<file path="src/include/asp_pkg.sv">
// constants shared by the nine-bit asynchronous serial port
package asp_pkg;
	// register indices; byte address is four times the index
	localparam logic [7:0] IDX_SERIAL_CONTROL = 8'h98;
	localparam logic [7:0] IDX_SERIAL_DATA_BUFFER = 8'h99;
	localparam logic [7:0] IDX_BAUD_CONFIG = 8'h9A;
	localparam logic [7:0] IDX_BAUD_TIMER_LOW = 8'h9B;
	// serial_control field positions
	localparam int SC_FRAME_LENGTH_SELECT = 7;
	localparam int SC_READS_ONE = 6;
	localparam int SC_MULTIPROC_FILTER_ENABLE = 5;
	localparam int SC_RX_ENABLE_BIT = 4;
	localparam int SC_TX_NINTH_BIT = 3;
	localparam int SC_RX_NINTH_BIT = 2;
	localparam int SC_TX_DONE_FLAG = 1;
	localparam int SC_RX_DONE_FLAG = 0;
	localparam logic [7:0] SC_RESET = 8'h40;
	// baud_config field positions, then the data buffer reset value
	localparam int BC_RELOAD_LSB = 0;
	localparam int BC_TIMER_RUN = 8;
	localparam int BC_CLK_SEL_LSB = 9;
	localparam int BC_IRQ_ENABLE = 12;
	localparam logic [12:0] BC_RESET = 13'h0000;
	localparam logic [7:0] DATA_RESET = 8'h00;
	// baud timer clock sources
	localparam logic [2:0] CLK_SEL_DIV4 = 3'h0;
	localparam logic [2:0] CLK_SEL_DIV12 = 3'h1;
	localparam logic [2:0] CLK_SEL_DIV48 = 3'h2;
	localparam logic [2:0] CLK_SEL_EXT_OSC = 3'h3;
	localparam logic [2:0] CLK_SEL_EXT_INPUT = 3'h4;
	// prescaler and timer terminal counts, data bit count
	localparam logic [5:0] PRESCALE_LAST = 6'h2F;
	localparam logic [2:0] EXT_OSC_LAST = 3'h7;
	localparam logic [3:0] DATA_BITS = 4'h8;
	localparam logic [7:0] TIMER_TOP = 8'hFF;
	// frame states, shared by both directions
	typedef enum logic [2:0] {
		ST_IDLE = 3'b000,
		ST_START = 3'b001,
		ST_DATA = 3'b010,
		ST_NINTH = 3'b011,
		ST_STOP = 3'b100
	} asp_state_e;
endpackage : asp_pkg

</file>
<file path="src/logic/asp_uart.sv">
// nine-bit asynchronous serial port with ahb-lite register slave
// Functional notes
// RL1 - full duplex, 8- or 9-bit frame select
// RL2 - data write to transmit, read receive latch
// RL3 - 8-bit: start, eight lsb-first, stop
// RL4 - 9-bit: start, eight, tx_ninth_bit, stop
// RL5 - data buffer write starts transmission
// RL6 - tx_done_flag set at stop bit start
// RL7 - receive only while rx_enable_bit set
// RL8 - 8-bit accept: flag clear, stop checked
// RL9 - rejected frame leaves latch, ninth, flag
// RL10 - overrun keeps first byte, drops rest
// RL11 - 9-bit accept: flag clear, ninth checked
// RL12 - interrupt when either flag set, enabled
// RL13 - flags cleared only by software
// RL14 - receive shifter separate from latch
// RL15 - tx and rx timer overflows halved
// RL16 - rx timer copy reloads on start
// RL17 - software sets reload for twice baud
// RL18 - timer clock from five sources
// RL19 - master marks addresses with ninth one
// RL20 - serial_control bit layout, bit6 reads one
// RL21 - receiver samples near bit middle
//
// Added by the designer: the AHB-Lite slave port and the placing of the registers.
module asp_uart (
	input wire logic clk,
	input wire logic srst,
	input wire logic hsel,
	input wire logic [31:0] haddr,
	input wire logic [1:0] htrans,
	input wire logic hwrite,
	input wire logic [2:0] hsize,
	input wire logic [31:0] hwdata,
	input wire logic hready,
	output logic [31:0] hrdata,
	output logic hreadyout,
	output logic hresp,
	input wire logic serial_in_pin,
	output logic serial_out_pin,
	input wire logic ext_osc_in,
	input wire logic timer_ext_input,
	output logic serial_port_irq
);
	// register state
	logic [7:0] ctrl_q, ctrl_d; // serial_control
	logic [12:0] bcfg_q; // baud configuration
	logic [7:0] rx_latch_q; // buffered receive register
	// bus data-phase capture
	logic wr_pend_q;
	logic [7:0] wr_idx_q;
	// pin synchronisers
	logic [2:0] rx_sync_q; // [0] first stage only
	logic [2:0] osc_sync_q;
	logic [2:0] t1_sync_q;
	// prescalers
	logic [5:0] pre_q;
	logic [2:0] osc_cnt_q;
	// timers and halving stages
	logic [7:0] tx_tmr_q, rx_tmr_q;
	logic tx_half_q, rx_half_q;
	// transmitter
	asp_pkg::asp_state_e tx_st_q;
	logic [7:0] tx_sh_q;
	logic [3:0] tx_cnt_q;
	logic tx_ninth_q;
	// receiver
	asp_pkg::asp_state_e rx_st_q;
	logic [7:0] rx_sh_q;
	logic [3:0] rx_cnt_q;
	logic rx_ninth_q;

	// address decode, taken in the address phase
	wire addr_ok = hsel & htrans[1] & hready;
	wire [7:0] addr_idx = haddr[9:2];
	wire addr_wr = addr_ok & hwrite;
	wire addr_rd = addr_ok & ~hwrite;

	// write strobes in the data phase
	wire wr_ctrl = wr_pend_q & (wr_idx_q == asp_pkg::IDX_SERIAL_CONTROL);
	wire wr_data = wr_pend_q & (wr_idx_q == asp_pkg::IDX_SERIAL_DATA_BUFFER);
	wire wr_bcfg = wr_pend_q & (wr_idx_q == asp_pkg::IDX_BAUD_CONFIG);

	// configuration fields
	wire mode9 = ctrl_q[asp_pkg::SC_FRAME_LENGTH_SELECT]; // RL1
	wire filt_en = ctrl_q[asp_pkg::SC_MULTIPROC_FILTER_ENABLE];
	wire rx_en = ctrl_q[asp_pkg::SC_RX_ENABLE_BIT];
	wire [7:0] reload = bcfg_q[asp_pkg::BC_RELOAD_LSB +: 8];
	wire tmr_run = bcfg_q[asp_pkg::BC_TIMER_RUN];
	wire [2:0] clk_sel = bcfg_q[asp_pkg::BC_CLK_SEL_LSB +: 3];
	wire irq_en = bcfg_q[asp_pkg::BC_IRQ_ENABLE];

	// read mux; serial_control bit 6 always reads one
	wire [7:0] ctrl_rd = ctrl_q | asp_pkg::SC_RESET; // RL20
	wire [31:0] rd_mux =
		(addr_idx == asp_pkg::IDX_SERIAL_CONTROL) ? {24'h000000, ctrl_rd} :
		(addr_idx == asp_pkg::IDX_SERIAL_DATA_BUFFER) ? {24'h000000, rx_latch_q} : // RL2
		(addr_idx == asp_pkg::IDX_BAUD_CONFIG) ? {19'h00000, bcfg_q} :
		(addr_idx == asp_pkg::IDX_BAUD_TIMER_LOW) ? {24'h000000, tx_tmr_q} :
		32'h00000000; // unmapped reads as zero

	// ahb-lite slave: zero wait states, always okay
	always_ff @(posedge clk) begin
		if (srst) begin
			hreadyout <= 1'b0;
			hresp <= 1'b0;
			hrdata <= 32'h00000000;
			wr_pend_q <= 1'b0;
			wr_idx_q <= 8'h00;
		end else begin
			hreadyout <= 1'b1;
			hresp <= 1'b0;
			wr_pend_q <= addr_wr;
			wr_idx_q <= addr_idx;
			// read data registered so it stands in the data phase
			if (addr_rd) begin
				hrdata <= rd_mux;
			end
		end
	end

	// baud configuration register, software only
	always_ff @(posedge clk) begin
		if (srst) begin
			bcfg_q <= asp_pkg::BC_RESET;
		end else if (wr_bcfg) begin
			bcfg_q <= hwdata[12:0];
		end
	end

	// pin synchronisers, third stage only feeds edge detection
	always_ff @(posedge clk) begin
		if (srst) begin
			rx_sync_q <= 3'h7; // idle line is high
			osc_sync_q <= 3'h0;
			t1_sync_q <= 3'h0;
		end else begin
			rx_sync_q <= {rx_sync_q[1:0], serial_in_pin};
			osc_sync_q <= {osc_sync_q[1:0], ext_osc_in};
			t1_sync_q <= {t1_sync_q[1:0], timer_ext_input};
		end
	end
	wire rxd = rx_sync_q[1];
	wire rx_fall = rx_sync_q[2] & ~rx_sync_q[1];
	wire osc_rise = osc_sync_q[1] & ~osc_sync_q[2];
	wire t1_rise = t1_sync_q[1] & ~t1_sync_q[2];

	// core clock prescaler and external oscillator divide by eight
	always_ff @(posedge clk) begin
		if (srst) begin
			pre_q <= 6'h00;
			osc_cnt_q <= 3'h0;
		end else begin
			pre_q <= (pre_q == asp_pkg::PRESCALE_LAST) ? 6'h00 : pre_q + 6'h01;
			if (osc_rise) begin
				osc_cnt_q <= osc_cnt_q + 3'h1;
			end
		end
	end
	wire tick4 = (pre_q[1:0] == 2'h3);
	wire tick12 = (pre_q == 6'h0B) | (pre_q == 6'h17) | (pre_q == 6'h23) | (pre_q == 6'h2F);
	wire tick48 = (pre_q == asp_pkg::PRESCALE_LAST);
	wire tick_osc = osc_rise & (osc_cnt_q == asp_pkg::EXT_OSC_LAST);

	// timer clock source select
	wire tmr_tick = tmr_run & ( // RL18
		(clk_sel == asp_pkg::CLK_SEL_DIV4) ? tick4 :
		(clk_sel == asp_pkg::CLK_SEL_DIV12) ? tick12 :
		(clk_sel == asp_pkg::CLK_SEL_DIV48) ? tick48 :
		(clk_sel == asp_pkg::CLK_SEL_EXT_OSC) ? tick_osc :
		(clk_sel == asp_pkg::CLK_SEL_EXT_INPUT) ? t1_rise : 1'b0);

	// overflow events; rate is tick / (256 - reload), software picks twice baud
	wire tx_ovf = tmr_tick & (tx_tmr_q == asp_pkg::TIMER_TOP); // RL17
	wire rx_ovf = tmr_tick & (rx_tmr_q == asp_pkg::TIMER_TOP);
	wire rx_start_det = (rx_st_q == asp_pkg::ST_IDLE) & rx_en & rx_fall;
	// halved overflow streams give one bit time each
	wire tx_bit = tx_ovf & tx_half_q; // RL15
	wire rx_smp = rx_ovf & ~rx_half_q; // RL21

	// transmit timer, auto-reload
	always_ff @(posedge clk) begin
		if (srst) begin
			tx_tmr_q <= 8'h00;
			tx_half_q <= 1'b0;
		end else if (tmr_tick) begin
			tx_tmr_q <= tx_ovf ? reload : tx_tmr_q + 8'h01;
			if (tx_ovf) begin
				tx_half_q <= ~tx_half_q; // RL15
			end
		end
	end

	// hidden receive timer copy, restarted by the start edge
	// first overflow after restart lands half a bit in, so samples sit mid-bit
	always_ff @(posedge clk) begin
		if (srst) begin
			rx_tmr_q <= 8'h00;
			rx_half_q <= 1'b0;
		end else if (rx_start_det) begin
			rx_tmr_q <= reload; // RL16
			rx_half_q <= 1'b0;
		end else if (tmr_tick) begin
			rx_tmr_q <= rx_ovf ? reload : rx_tmr_q + 8'h01; // RL16
			if (rx_ovf) begin
				rx_half_q <= ~rx_half_q; // RL15
			end
		end
	end

	// transmit frame sequencer; a write while busy is dropped
	wire tx_load = wr_data & (tx_st_q == asp_pkg::ST_IDLE);
	always_ff @(posedge clk) begin
		if (srst) begin
			tx_st_q <= asp_pkg::ST_IDLE;
			tx_sh_q <= 8'h00;
			tx_cnt_q <= 4'h0;
			tx_ninth_q <= 1'b0;
			serial_out_pin <= 1'b1;
		end else if (tx_load) begin
			tx_sh_q <= hwdata[7:0]; // RL5
			tx_ninth_q <= mode9; // RL4
			tx_st_q <= asp_pkg::ST_START;
		end else if (tx_bit) begin
			unique case (tx_st_q)
				asp_pkg::ST_IDLE: begin
					serial_out_pin <= 1'b1;
				end
				asp_pkg::ST_START: begin
					serial_out_pin <= 1'b0; // RL3
					tx_cnt_q <= 4'h0;
					tx_st_q <= asp_pkg::ST_DATA;
				end
				asp_pkg::ST_DATA: begin
					// lsb first
					serial_out_pin <= tx_sh_q[0]; // RL3
					tx_sh_q <= {1'b0, tx_sh_q[7:1]};
					tx_cnt_q <= tx_cnt_q + 4'h1;
					if (tx_cnt_q == asp_pkg::DATA_BITS - 4'h1) begin
						tx_st_q <= tx_ninth_q ? asp_pkg::ST_NINTH : asp_pkg::ST_STOP;
					end
				end
				asp_pkg::ST_NINTH: begin
					serial_out_pin <= ctrl_q[asp_pkg::SC_TX_NINTH_BIT]; // RL4
					tx_st_q <= asp_pkg::ST_STOP;
				end
				asp_pkg::ST_STOP: begin
					serial_out_pin <= 1'b1;
					tx_st_q <= asp_pkg::ST_IDLE;
				end
				default: begin
					tx_st_q <= asp_pkg::ST_IDLE;
				end
			endcase
		end
	end
	// the last data/ninth bit ends one bit time after it is driven; flag at stop start
	wire tx_stop_begin = tx_bit & (tx_st_q == asp_pkg::ST_STOP); // RL6

	// receive frame sequencer, shift register apart from the latch
	wire rx_stop_smp = rx_smp & (rx_st_q == asp_pkg::ST_STOP);
	wire rx_bit9 = mode9 ? rx_ninth_q : rxd; // RL11
	wire rx_accept = rx_stop_smp & ~ctrl_q[asp_pkg::SC_RX_DONE_FLAG] & (~filt_en | rx_bit9); // RL8
	always_ff @(posedge clk) begin
		if (srst) begin
			rx_st_q <= asp_pkg::ST_IDLE;
			rx_sh_q <= 8'h00;
			rx_cnt_q <= 4'h0;
			rx_ninth_q <= 1'b0;
		end else if (rx_start_det) begin
			rx_st_q <= asp_pkg::ST_START; // RL7
		end else if (rx_smp) begin
			unique case (rx_st_q)
				asp_pkg::ST_IDLE: begin
					rx_cnt_q <= 4'h0;
				end
				asp_pkg::ST_START: begin
					// a high line at mid start bit is a glitch
					rx_st_q <= rxd ? asp_pkg::ST_IDLE : asp_pkg::ST_DATA;
					rx_cnt_q <= 4'h0;
				end
				asp_pkg::ST_DATA: begin
					rx_sh_q <= {rxd, rx_sh_q[7:1]}; // RL14
					rx_cnt_q <= rx_cnt_q + 4'h1;
					if (rx_cnt_q == asp_pkg::DATA_BITS - 4'h1) begin
						rx_st_q <= mode9 ? asp_pkg::ST_NINTH : asp_pkg::ST_STOP;
					end
				end
				asp_pkg::ST_NINTH: begin
					rx_ninth_q <= rxd; // RL11
					rx_st_q <= asp_pkg::ST_STOP;
				end
				asp_pkg::ST_STOP: begin
					rx_st_q <= asp_pkg::ST_IDLE;
				end
				default: begin
					rx_st_q <= asp_pkg::ST_IDLE;
				end
			endcase
		end
	end

	// receive latch loads only on accepted frames
	always_ff @(posedge clk) begin
		if (srst) begin
			rx_latch_q <= asp_pkg::DATA_RESET;
		end else if (rx_accept) begin
			rx_latch_q <= rx_sh_q; // RL10
		end
	end

	// serial_control next value: software write, then hardware sets win
	always_comb begin
		ctrl_d = ctrl_q;
		if (wr_ctrl) begin
			ctrl_d = hwdata[7:0] | asp_pkg::SC_RESET; // RL20
		end
		if (rx_accept) begin
			ctrl_d[asp_pkg::SC_RX_NINTH_BIT] = rx_bit9; // RL8
			ctrl_d[asp_pkg::SC_RX_DONE_FLAG] = 1'b1; // RL11
		end
		if (tx_stop_begin) begin
			ctrl_d[asp_pkg::SC_TX_DONE_FLAG] = 1'b1; // RL6
		end
	end
	// rejected frames change nothing above; no vector-time clear exists
	always_ff @(posedge clk) begin
		if (srst) begin
			ctrl_q <= asp_pkg::SC_RESET;
		end else begin
			ctrl_q <= ctrl_d; // RL9 RL13
		end
	end

	// interrupt request while either flag stands and enabled
	always_ff @(posedge clk) begin
		if (srst) begin
			serial_port_irq <= 1'b0;
		end else begin
			serial_port_irq <= irq_en & (ctrl_q[asp_pkg::SC_TX_DONE_FLAG] | ctrl_q[asp_pkg::SC_RX_DONE_FLAG]); // RL12
		end
	end

	// unused bus inputs kept visible for lint
	wire unused_ok = &{1'b0, hsize, haddr[31:10], haddr[1:0], hwdata[31:13]};
endmodule : asp_uart

</file>
<file path="config.mk">
export PLATFORM = sky130hd
export DESIGN_NAME = asp_uart
export DESIGN_NICKNAME = d
export VERILOG_FILES = /design/src/include/asp_pkg.sv /design/src/logic/asp_uart.sv
export SDC_FILE = /design/constraint.sdc
export NUM_CORES = 1
export LEC_CHECK = 0
export BUFFER_PORTS_ARGS = -buffer_cell sky130_fd_sc_hd__buf_2
export CAP_MARGIN = 30
export CORE_UTILIZATION = 40
export CTS_CLUSTER_SIZE = 14
export DETAILED_ROUTE_END_ITERATION = 8
export SYNTH_ARGS = -nofsm -noshare
export SYNTH_HDL_FRONTEND = slang
export SYNTH_SLANG_ARGS = --single-unit
</file>
<file path="constraint.sdc">
create_clock -name clk -period 2.5 [get_ports clk]
set_clock_uncertainty 0.15 [all_clocks]
set_input_delay 0.125 -clock clk [delete_from_list [all_inputs] [get_ports clk]]
set_output_delay 0.125 -clock clk [all_outputs]
set_load 0.03 [all_outputs]
</file>
* Word level (Yosys, flattened, before mapping) *
Index checks and enable logic that the tools add are counted.

word-level totals
  flip-flop bits (word level) = 140
  bits of input ports = 77
  output and inout port bits = 36
  logic and storage cells = 177

cells by class
  $add $sub $neg = 6
  equality and inequality tests = 35
  multiplexer cells = 36
  bitwise logic cells = 41
  reductions and logical operators = 29

operators with widths
  kind                 number
  $eq 8x8->1 const B   9
  $mux 8               8
  $mux 13              3
  $reduce_and 3->1     9
  $and 1x1->1          24
  $pmux 3 s4           2
  $eq 3x2->1 const B   6
  $add 8x1->8 const B  2
  $pmux 4 s2           2
  $reduce_bool 2->1    8
  $mux 3               5
  $mux 1               14
  $eq 3x3->1 const B   4
  $eq 6x6->1 const B   2
  $not 1->1            12
  $reduce_or 2->1      5
  $eq 3x1->1 const B   3
  $logic_not 3->1      3
  $add 4x1->4 const B  2
  $eq 4x3->1 const B   2
  $ne 2x2->1 const B   4
  $add 6x1->6 const B  1
  $eq 6x4->1 const B   1
  $eq 6x5->1 const B   1
  other kinds (8)      15

* Logic depth before layout (Yosys ltp) *
Gate-level depths: netlist of the first run.

  word-level depth = 14
  mapped depth = 10

* Worst setup path after synthesis of the first run *
No wires, ideal clock.

  path kind = register to register
  start = register pre_q[0]
  end = register tx_cnt_q[3]
  data arrival time = 2.401 ns
  data required time = 2.230 ns
  slack = -0.171 ns
  stages on the path, launching flop included = 9
  path buffers = 1
  period minus slack after synthesis = 2.671 ns
  path through = dfxtp_1 -> ha_1 -> nand3b_1 -> o21bai_1 -> a41o_1 -> or3_1 -> buf_6 -> or3_4 -> a211o_1

on the way
  word-level cells in the longest chain between the ends = 10

RTL lines
  what                                             RTL line         RTL
  from (decl)                                      asp_uart.sv:57   logic [5:0] pre_q;
  from (signal assigned)                           asp_uart.sv:154  pre_q <= (pre_q == asp_pkg::PRESCALE_LAST) ? 6'h00 : pre_q + 6'h01;
  $eq 6x4->1 / $eq 6x5->1 (equally long branches)  asp_uart.sv:161  wire tick12 = (pre_q == 6'h0B) | (pre_q == 6'h17) | (pre_q == 6'h23) | (pre_q == 6'h2F);
  $or 1x1->1 (3 in a row)                          asp_uart.sv:161
  $mux 1                                           asp_uart.sv:168  (clk_sel == asp_pkg::CLK_SEL_DIV12) ? tick12 :
  $mux 1 *                                         asp_uart.sv:167  (clk_sel == asp_pkg::CLK_SEL_DIV4) ? tick4 :
  $and 1x1->1 *                                    asp_uart.sv:166  wire tmr_tick = tmr_run & (
  $and 1x1->1 *                                    asp_uart.sv:174  wire tx_ovf = tmr_tick & (tx_tmr_q == asp_pkg::TIMER_TOP);
  $and 1x1->1 *                                    asp_uart.sv:178  wire tx_bit = tx_ovf & tx_half_q;
  $reduce_and 3->1 (no source line) *              -
  to (signal assigned)                             asp_uart.sv:238  tx_cnt_q <= tx_cnt_q + 4'h1;
  to (decl)                                        asp_uart.sv:65   logic [3:0] tx_cnt_q;

Every way passes the cells marked *; elsewhere a longest branch is shown, timed or not.
A chain may end at the register's enable or synchronous reset.

* Worst setup path after layout of the first run *
  start = register pre_q[1]
  end = register tx_cnt_q[3]

The elaborated chain is that of the path after synthesis.

==> results of run 1 <==
-- per-layer routing --
layer,vias up,global-route usage,wire [um],share of wire
li1,2429,-,-,-
met1,2375,0.2600,6636,0.46
met2,156,0.3168,6588,0.46
met3,27,0.06934,811,0.056
met4,0,0.1057,394,0.027
met5,-,0,0,0
-- path summary, 6_finish.rpt --
path,startpoint,endpoint,slack (ps),cells past startpoint
setup / recovery,pre_q[1],tx_cnt_q[3],30,7
hold / removal,htrans[1],hrdata[0],150,6
setup reg to reg,pre_q[1],tx_cnt_q[3],30,7
hold reg to reg,rx_sync_q[0],rx_sync_q[1],260,1
-- synthesized netlist by cell type (3+ instances only) --
| master | number |
|---|---|
| a31oi_1 | 10 |
| o31ai_1 | 4 |
| and2_1 | 4 |
| a21oi_1 | 39 |
| nor3b_1 | 3 |
| a311oi_1 | 5 |
| buf_1 | 3 |
| mux2i_1 | 47 |
| and3_1 | 5 |
| a21o_1 | 3 |
| inv_1 | 8 |
| o211ai_1 | 10 |
| ha_1 | 8 |
| xnor2_1 | 3 |
| nand4b_1 | 7 |
| xor2_1 | 5 |
| or2_2 | 5 |
| nand2_1 | 60 |
| nand2b_1 | 6 |
| or3_1 | 6 |
| nand4_1 | 8 |
| and4_1 | 4 |
| nand3_1 | 17 |
| dfxtp_1 | 121 |
| a22oi_1 | 7 |
| nor2b_1 | 19 |
| buf_4 | 20 |
| nor2_1 | 86 |
| nand3b_1 | 6 |
| nor3_1 | 7 |
| a211oi_1 | 21 |
| nor4_1 | 4 |
| clkbuf_1 | 29 |
| o21ai_0 | 12 |
-- metrics by stage --
step	TNS [ps]	setup slack [ps]	cells	hold WS [ps]	power (uW)
2_1_floorplan	0	13.50	657	78.81	2142
3_3_place_gp	0	46.79	856	162.7	2172
3_5_place_dp	0	18.92	856	166.7	2176
4_1_cts	0	10.81	914	129.6	4644
5_1_grt	-60.59	-29.88	917	176.5	4762
6_report	0	25.16	917	150.2	4602
-- power by group through the flow --
stage                     Clock (uW)  Combinational (uW)  Sequential (uW)
after detailed placement           0                 173             2000
after global routing            2570                 225             1960
final                           2430                 208             1960
after floorplan                    0                 139             2000
after global placement             0                 170             2000
after CTS                       2480                 204             1960
-- state kept, by name, summed over array words and instances (netlist names), 4 cells and up --
name / count
bcfg_q: 13
ctrl_q: 7
hrdata: 13
pre_q: 6
rx_cnt_q: 4
rx_latch_q: 8
rx_sh_q: 8
rx_tmr_q: 8
tx_cnt_q: 4
tx_sh_q: 8
tx_tmr_q: 8
wr_idx_q: 8
-- final cells by class --
| cell class | count | area (um^2) |
|---|---|---|
| Fill cell | 1245 | 6406 |
| Sequential cell | 121 | 2431 |
| Inverter | 8 | 30.03 |
| Tap cell | 176 | 220.2 |
| Clock inverter | 7 | 90.09 |
| Timing Repair Buffer | 109 | 795.8 |
| Clock buffer | 24 | 501.7 |
| Multi-Input combinational cell | 472 | 2978 |
-- repair_timing --
action                     4_1_cts  5_1_grt
pin swaps                        0        6
hold buffers                    27        0
gates cloned                     0        1
setup endpoints to repair        1       27
buffers inserted                 0        2
hold endpoints to repair        47        0
gates resized for setup          1       16
-- critical path: stages, from the launching register on --
cell      delay (ps)
dfxtp_4          370
ha_4             150
nand3b_1         160
o41ai_4          390
o21ai_4          100
or3_4            420
or3_4            350
a211o_1          270
-- kinds of logic after synthesis --
kind of cell | count (synthesis)
and+or+nand+nor | 256
AOI/OAI and AO/OA | 132
DFF | 121
buffers and inverters | 64
muxes | 48
adders and majority gates | 8
xor gates and xnor gates | 8
other | 1
==> results.sh, run 1 <==
export IMPL_antenna_found_initial=0
export IMPL_synth_mux_area_frac=0.08594
export IMPL_mostFrequentLayoutCells="dfxtp_1 (118), nor2_1 (85), nand2_1 (59)"
export IMPL_synth_top_area_share=0.4321
export IMPL_cp_data_required_time_ps=2660
export IMPL_grt_setup_unrepaired="yes"
export IMPL_finalMaxSlewViolations=0
export IMPL_fmax_ghz=0.4041
export IMPL_p_per_area_nw_per_um2=653.0
export IMPL_first_global_vias=4557
export IMPL_peakVddDrop_mv=0.4455
export IMPL_cts_tree="done"
export IMPL_dpl_instance_area_um2=6103
export IMPL_grtUsageTotal=0.2076
export IMPL_wl_per_cell_um=15.74
export IMPL_critPathMaxFanout=4
export IMPL_num_antenna_cells=0
export IMPL_start_util=0.4167
export IMPL_layout_drive_gt1_share=0.1822
export IMPL_cts_sinks=121
export IMPL_arrival_ps=2640
export IMPL_hold_path_class="in2reg"
export IMPL_die_h_um=120.4
export IMPL_final_area_um2=7047
export IMPL_synthSimpleGateAreaFrac=0.2304
export IMPL_final_antenna_net_count=0
export IMPL_cp_start_kind="flip-flop"
export IMPL_slew_headroom=0.5402
export IMPL_synth_seq_cells=121
export IMPL_tightest_slew_ps=689.6
export IMPL_postSynthAreaPerCell_um2=8.786
export IMPL_htree_num_levels=4
export IMPL_fin_crit_sh=0.9899
export IMPL_ys_flop_type="dfxtp_1"
export IMPL_netlist_area_um2=5605
export IMPL_grt_pass1_wl_um=22960
export IMPL_hpwl_um=9770
export IMPL_port_buffers=45
export IMPL_drt_wl_total_um=14430
export IMPL_fin_util=0.5238
export IMPL_coreArea_um2=13450
export IMPL_drt_pass1_iterations=5
export IMPL_cts_buffer_depth=2
export IMPL_status="finished clean"
export IMPL_layout_commonest_cell="dfxtp_1"
export IMPL_synthCells=638
export IMPL_hold_violations=0
export IMPL_area_growth_pct=25.71
export IMPL_ys_warn_count=0
export IMPL_drc_errors=0
export IMPL_synth_cell_types=62
export IMPL_synth_compound_area_share=0.1612
export IMPL_synth_xor_area_frac=0.01250
export IMPL_p_seq_frac=0.427
export IMPL_period_minus_slack_ps=2475
export IMPL_via_per_inst=5.438
export IMPL_clk_pin_slew_worst_paths_ps=50
export IMPL_sw_frac_of_total=0.2149
export IMPL_rows=42
export IMPL_critical_path_class="reg2reg"
export IMPL_vias=4987
export IMPL_numCtsBuffers=17
export IMPL_dieArea_um2=14490
export IMPL_ioPinCount=113
export IMPL_p_leak_uw=0.002810
export IMPL_synthAdderAreaFrac=0.01786
export IMPL_synthTopCellsByArea="dfxtp_1 (43%), mux2i_1 (8.4%), nor2_1 (5.8%)"
export IMPL_final_nets=814
export IMPL_setup_viol=0
export IMPL_synth_top_family_by_area="simple AND/OR/NAND/NOR gates"
export IMPL_p_int_uw=3613
export IMPL_p_switching_uw=989.1
export IMPL_max_cap_violations=0
export IMPL_power_frac_comb=0.045
export IMPL_seq_area_frac_synth=0.4321
export IMPL_end_kind="flip-flop"
export IMPL_synth_edf_count=0
export IMPL_grt_remaining_overflow=0
export IMPL_p_clk_frac=0.528
export IMPL_grt_max_degree=68
export IMPL_synth_area_leader_cell="dfxtp_1"
export IMPL_clk_latency_ps=420
export IMPL_async_flop_share=0
export IMPL_fp_dieW_um=120.4
export IMPL_drt_iter0_drc=325
export IMPL_place_gp_congestion=0.8588
export IMPL_root_buffer="clkbuf_16"
Power figures use the tool's default switching activity.
==> run 2, diff against run 1 <==
--- a/config.mk
+++ b/config.mk
@@ -7,9 +7,10 @@
 export LEC_CHECK = 0
 export BUFFER_PORTS_ARGS = -buffer_cell sky130_fd_sc_hd__buf_2
 export CAP_MARGIN = 30
-export CORE_UTILIZATION = 40
+export CORE_UTILIZATION = 50
 export CTS_CLUSTER_SIZE = 14
 export DETAILED_ROUTE_END_ITERATION = 8
+export PLACE_DENSITY = 0.77
 export SYNTH_ARGS = -nofsm -noshare
 export SYNTH_HDL_FRONTEND = slang
 export SYNTH_SLANG_ARGS = --single-unit
==> run 2 against run 1 <==
  * Critical path depth shrank 1
  * Clock power up 8.6%
  * Global-route usage is 6.8 points higher
  * Count of clock-buffer cells in the layout stayed put
  * Sequential cell count did not move
  * Setup slack got worse by 10 ps
  * First-iteration DRC count increased by 57%
  * Sequential share of layout area decreased by 1.2 points
  * Die area down 20%
  * Worst hold slack got worse by 81 ps
  * Non-clock buffer count increased by 18
  * Critical path type unchanged
  * Highest routed layer unchanged
==> results.sh, run 2 (synthesis results as in run 1) <==
export IMPL_final_antenna_net_count=0
export IMPL_vias=5304
export IMPL_die_h_um=107.9
export IMPL_slew_headroom=0.5827
export IMPL_layout_commonest_cell="dfxtp_1"
export IMPL_cp_cell_sequence="nand2_1, o41ai_4, o21ai_4, or3_4, or3_4, a211o_1"
export IMPL_clk_latency_ps=530
export IMPL_first_global_vias=4919
export IMPL_cp_data_required_time_ps=2770
export IMPL_setup_slack_ps=15.02
export IMPL_cts_buffer_depth=2
export IMPL_htree_num_levels=4
export IMPL_n_fill_cell=800
export IMPL_end_kind="flip-flop"
export IMPL_layout_drive_gt1_share=0.1987
export IMPL_max_cap_violations=0
export IMPL_num_antenna_cells=0
export IMPL_arrival_ps=2750
export IMPL_via_per_inst=5.893
export IMPL_final_nets=832
export IMPL_fp_dieW_um=107.9
export IMPL_coreArea_um2=10890
export IMPL_total_power_uw=4835
export IMPL_p_per_area_nw_per_um2=662.2
export IMPL_grt_remaining_overflow=0
export IMPL_place_gp_congestion=0.8700
export IMPL_tightest_slew_ps=625.3
export IMPL_mostFrequentLayoutCells="dfxtp_1 (117), nor2_1 (85), nand2_1 (60)"
export IMPL_rows=38
export IMPL_hpwl_um=9404
export IMPL_status="finished clean"
export IMPL_hold_path_class="in2reg"
export IMPL_area_growth_pct=30.25
export IMPL_wl_per_cell_um=17.70
export IMPL_fin_crit_sh=0.9940
export IMPL_path_buf_inv=0
export IMPL_period_minus_slack_ps=2485
export IMPL_hold_violations=0
export IMPL_dpl_instance_area_um2=6078
export IMPL_drt_iter0_drc=511
export IMPL_clk_pin_slew_worst_paths_ps=60
export IMPL_port_buffers=45
export IMPL_critPathMaxFanout=7
export IMPL_grtUsageTotal=0.2752
export IMPL_grt_pass1_wl_um=24280
export IMPL_finalMaxSlewViolations=0
export IMPL_start_util=0.5148
export IMPL_drc_errors=0
export IMPL_path_common_cell="or3_4"
export IMPL_numCtsBuffers=17
export IMPL_top_regs="bcfg_q (13), hrdata (13)"
export IMPL_fmax_ghz=0.4024
export IMPL_drt_wl_total_um=15930
export IMPL_dieArea_um2=11640
export IMPL_drt_pass1_iterations=5
export IMPL_ioPinCount=113
export IMPL_grt_setup_unrepaired="yes"
export IMPL_grt_max_degree=48
export IMPL_critPathMaxStageDelay_ps=470
export IMPL_cp_slowest_cell="dfxtp_1"
export IMPL_root_buffer="clkbuf_8"
export IMPL_cp_top_family="simple AND/OR/NAND/NOR gates"
export IMPL_cts_tree="done"
export IMPL_critical_path_class="reg2reg"
export IMPL_antenna_found_initial=0
export IMPL_p_leak_uw=0.002939
export IMPL_cp_start_kind="flip-flop"
export IMPL_cts_sinks=121
export IMPL_setup_viol=0
export IMPL_pre_cts_ws_ps=-46.59
export IMPL_final_area_um2=7301
export IMPL_peakVddDrop_mv=0.5526
-- run 2: changes by cell type in the layout (fill, tap and decap cells not counted), moves of 2 or more --
cell	delta
ha_4	+2
clkinvlp_4	-2
dlygate4sd3_1	+10
buf_4	+7
ha_1	-2
clkbuf_1	+2
bufinv_16	+3
-- run 2: metal layers --
metal | track usage | share of wire
met4 | 0.1507 | 0.030
met1 | 0.3269 | 0.40
met2 | 0.4579 | 0.49
met3 | 0.06235 | 0.076
met5 | 0 | 0
-- run 2: metrics by stage --
stage | std cells | TNS [ps] | hold slack (ps) | utilization
after floorplan | 657 | 0 | 78.81 | -
after CTS | 891 | 0 | 26.65 | 0.6549
after detailed placement | 821 | -206.6 | 160.4 | 0.5583
final | 900 | 0 | 69.44 | 0.6705
after global placement | 821 | 0 | 162.6 | 0.5583
after global routing | 900 | -84.80 | 98.34 | 0.6705
-- run 2: worst reg2reg max path, delay by kind of cell, from the launching register on --
family | cells | cell delay (ps)
simple gates | 3 | 920
compound gates | 3 | 820
flops | 1 | 470
-- run 2: cell type report --
class                      instances  area (um^2)  share of cell area
multi-input combinational        472         3045              0.4171
sequential                       121         2432              0.3332
timing repair buffer             127        982.2              0.1345
clock buffer                      24        470.5             0.06444
tap                              140        175.2             0.02399
clock inverter                     8        165.2             0.02262
inverter                           8        30.03            0.004113
-- run 2: final timing paths --
check / from / slack, ps / endpoint / cells after the start
worst max-delay path: pre_q[2] / 20 / tx_cnt_q[3] / 6
worst min-delay path: hready / 70 / hrdata[1] / 6
worst max register to register: pre_q[2] / 20 / tx_cnt_q[3] / 6
worst min register to register: rx_sync_q[0] / 260 / rx_sync_q[1] / 1
-- run 2: timing repair --
| action | CTS | global route |
|---|---|---|
| cloned | 0 | 1 |
| setup buffers | 1 | 8 |
| hold buffers | 37 | 0 |
| pin swaps | 1 | 8 |
| endpoints found under the setup margin | 13 | 27 |
| gates resized for setup | 9 | 17 |
| hold endpoints to repair | 60 | 0 |
-- run 2: report_power, final --
group,internal (uW),switching [uW],leakage (uW)
registers,1950,15.4,0.000981
clock network,1790,845,0.000313
logic,89.5,140,0.00165
total,3830,1000,0.00294
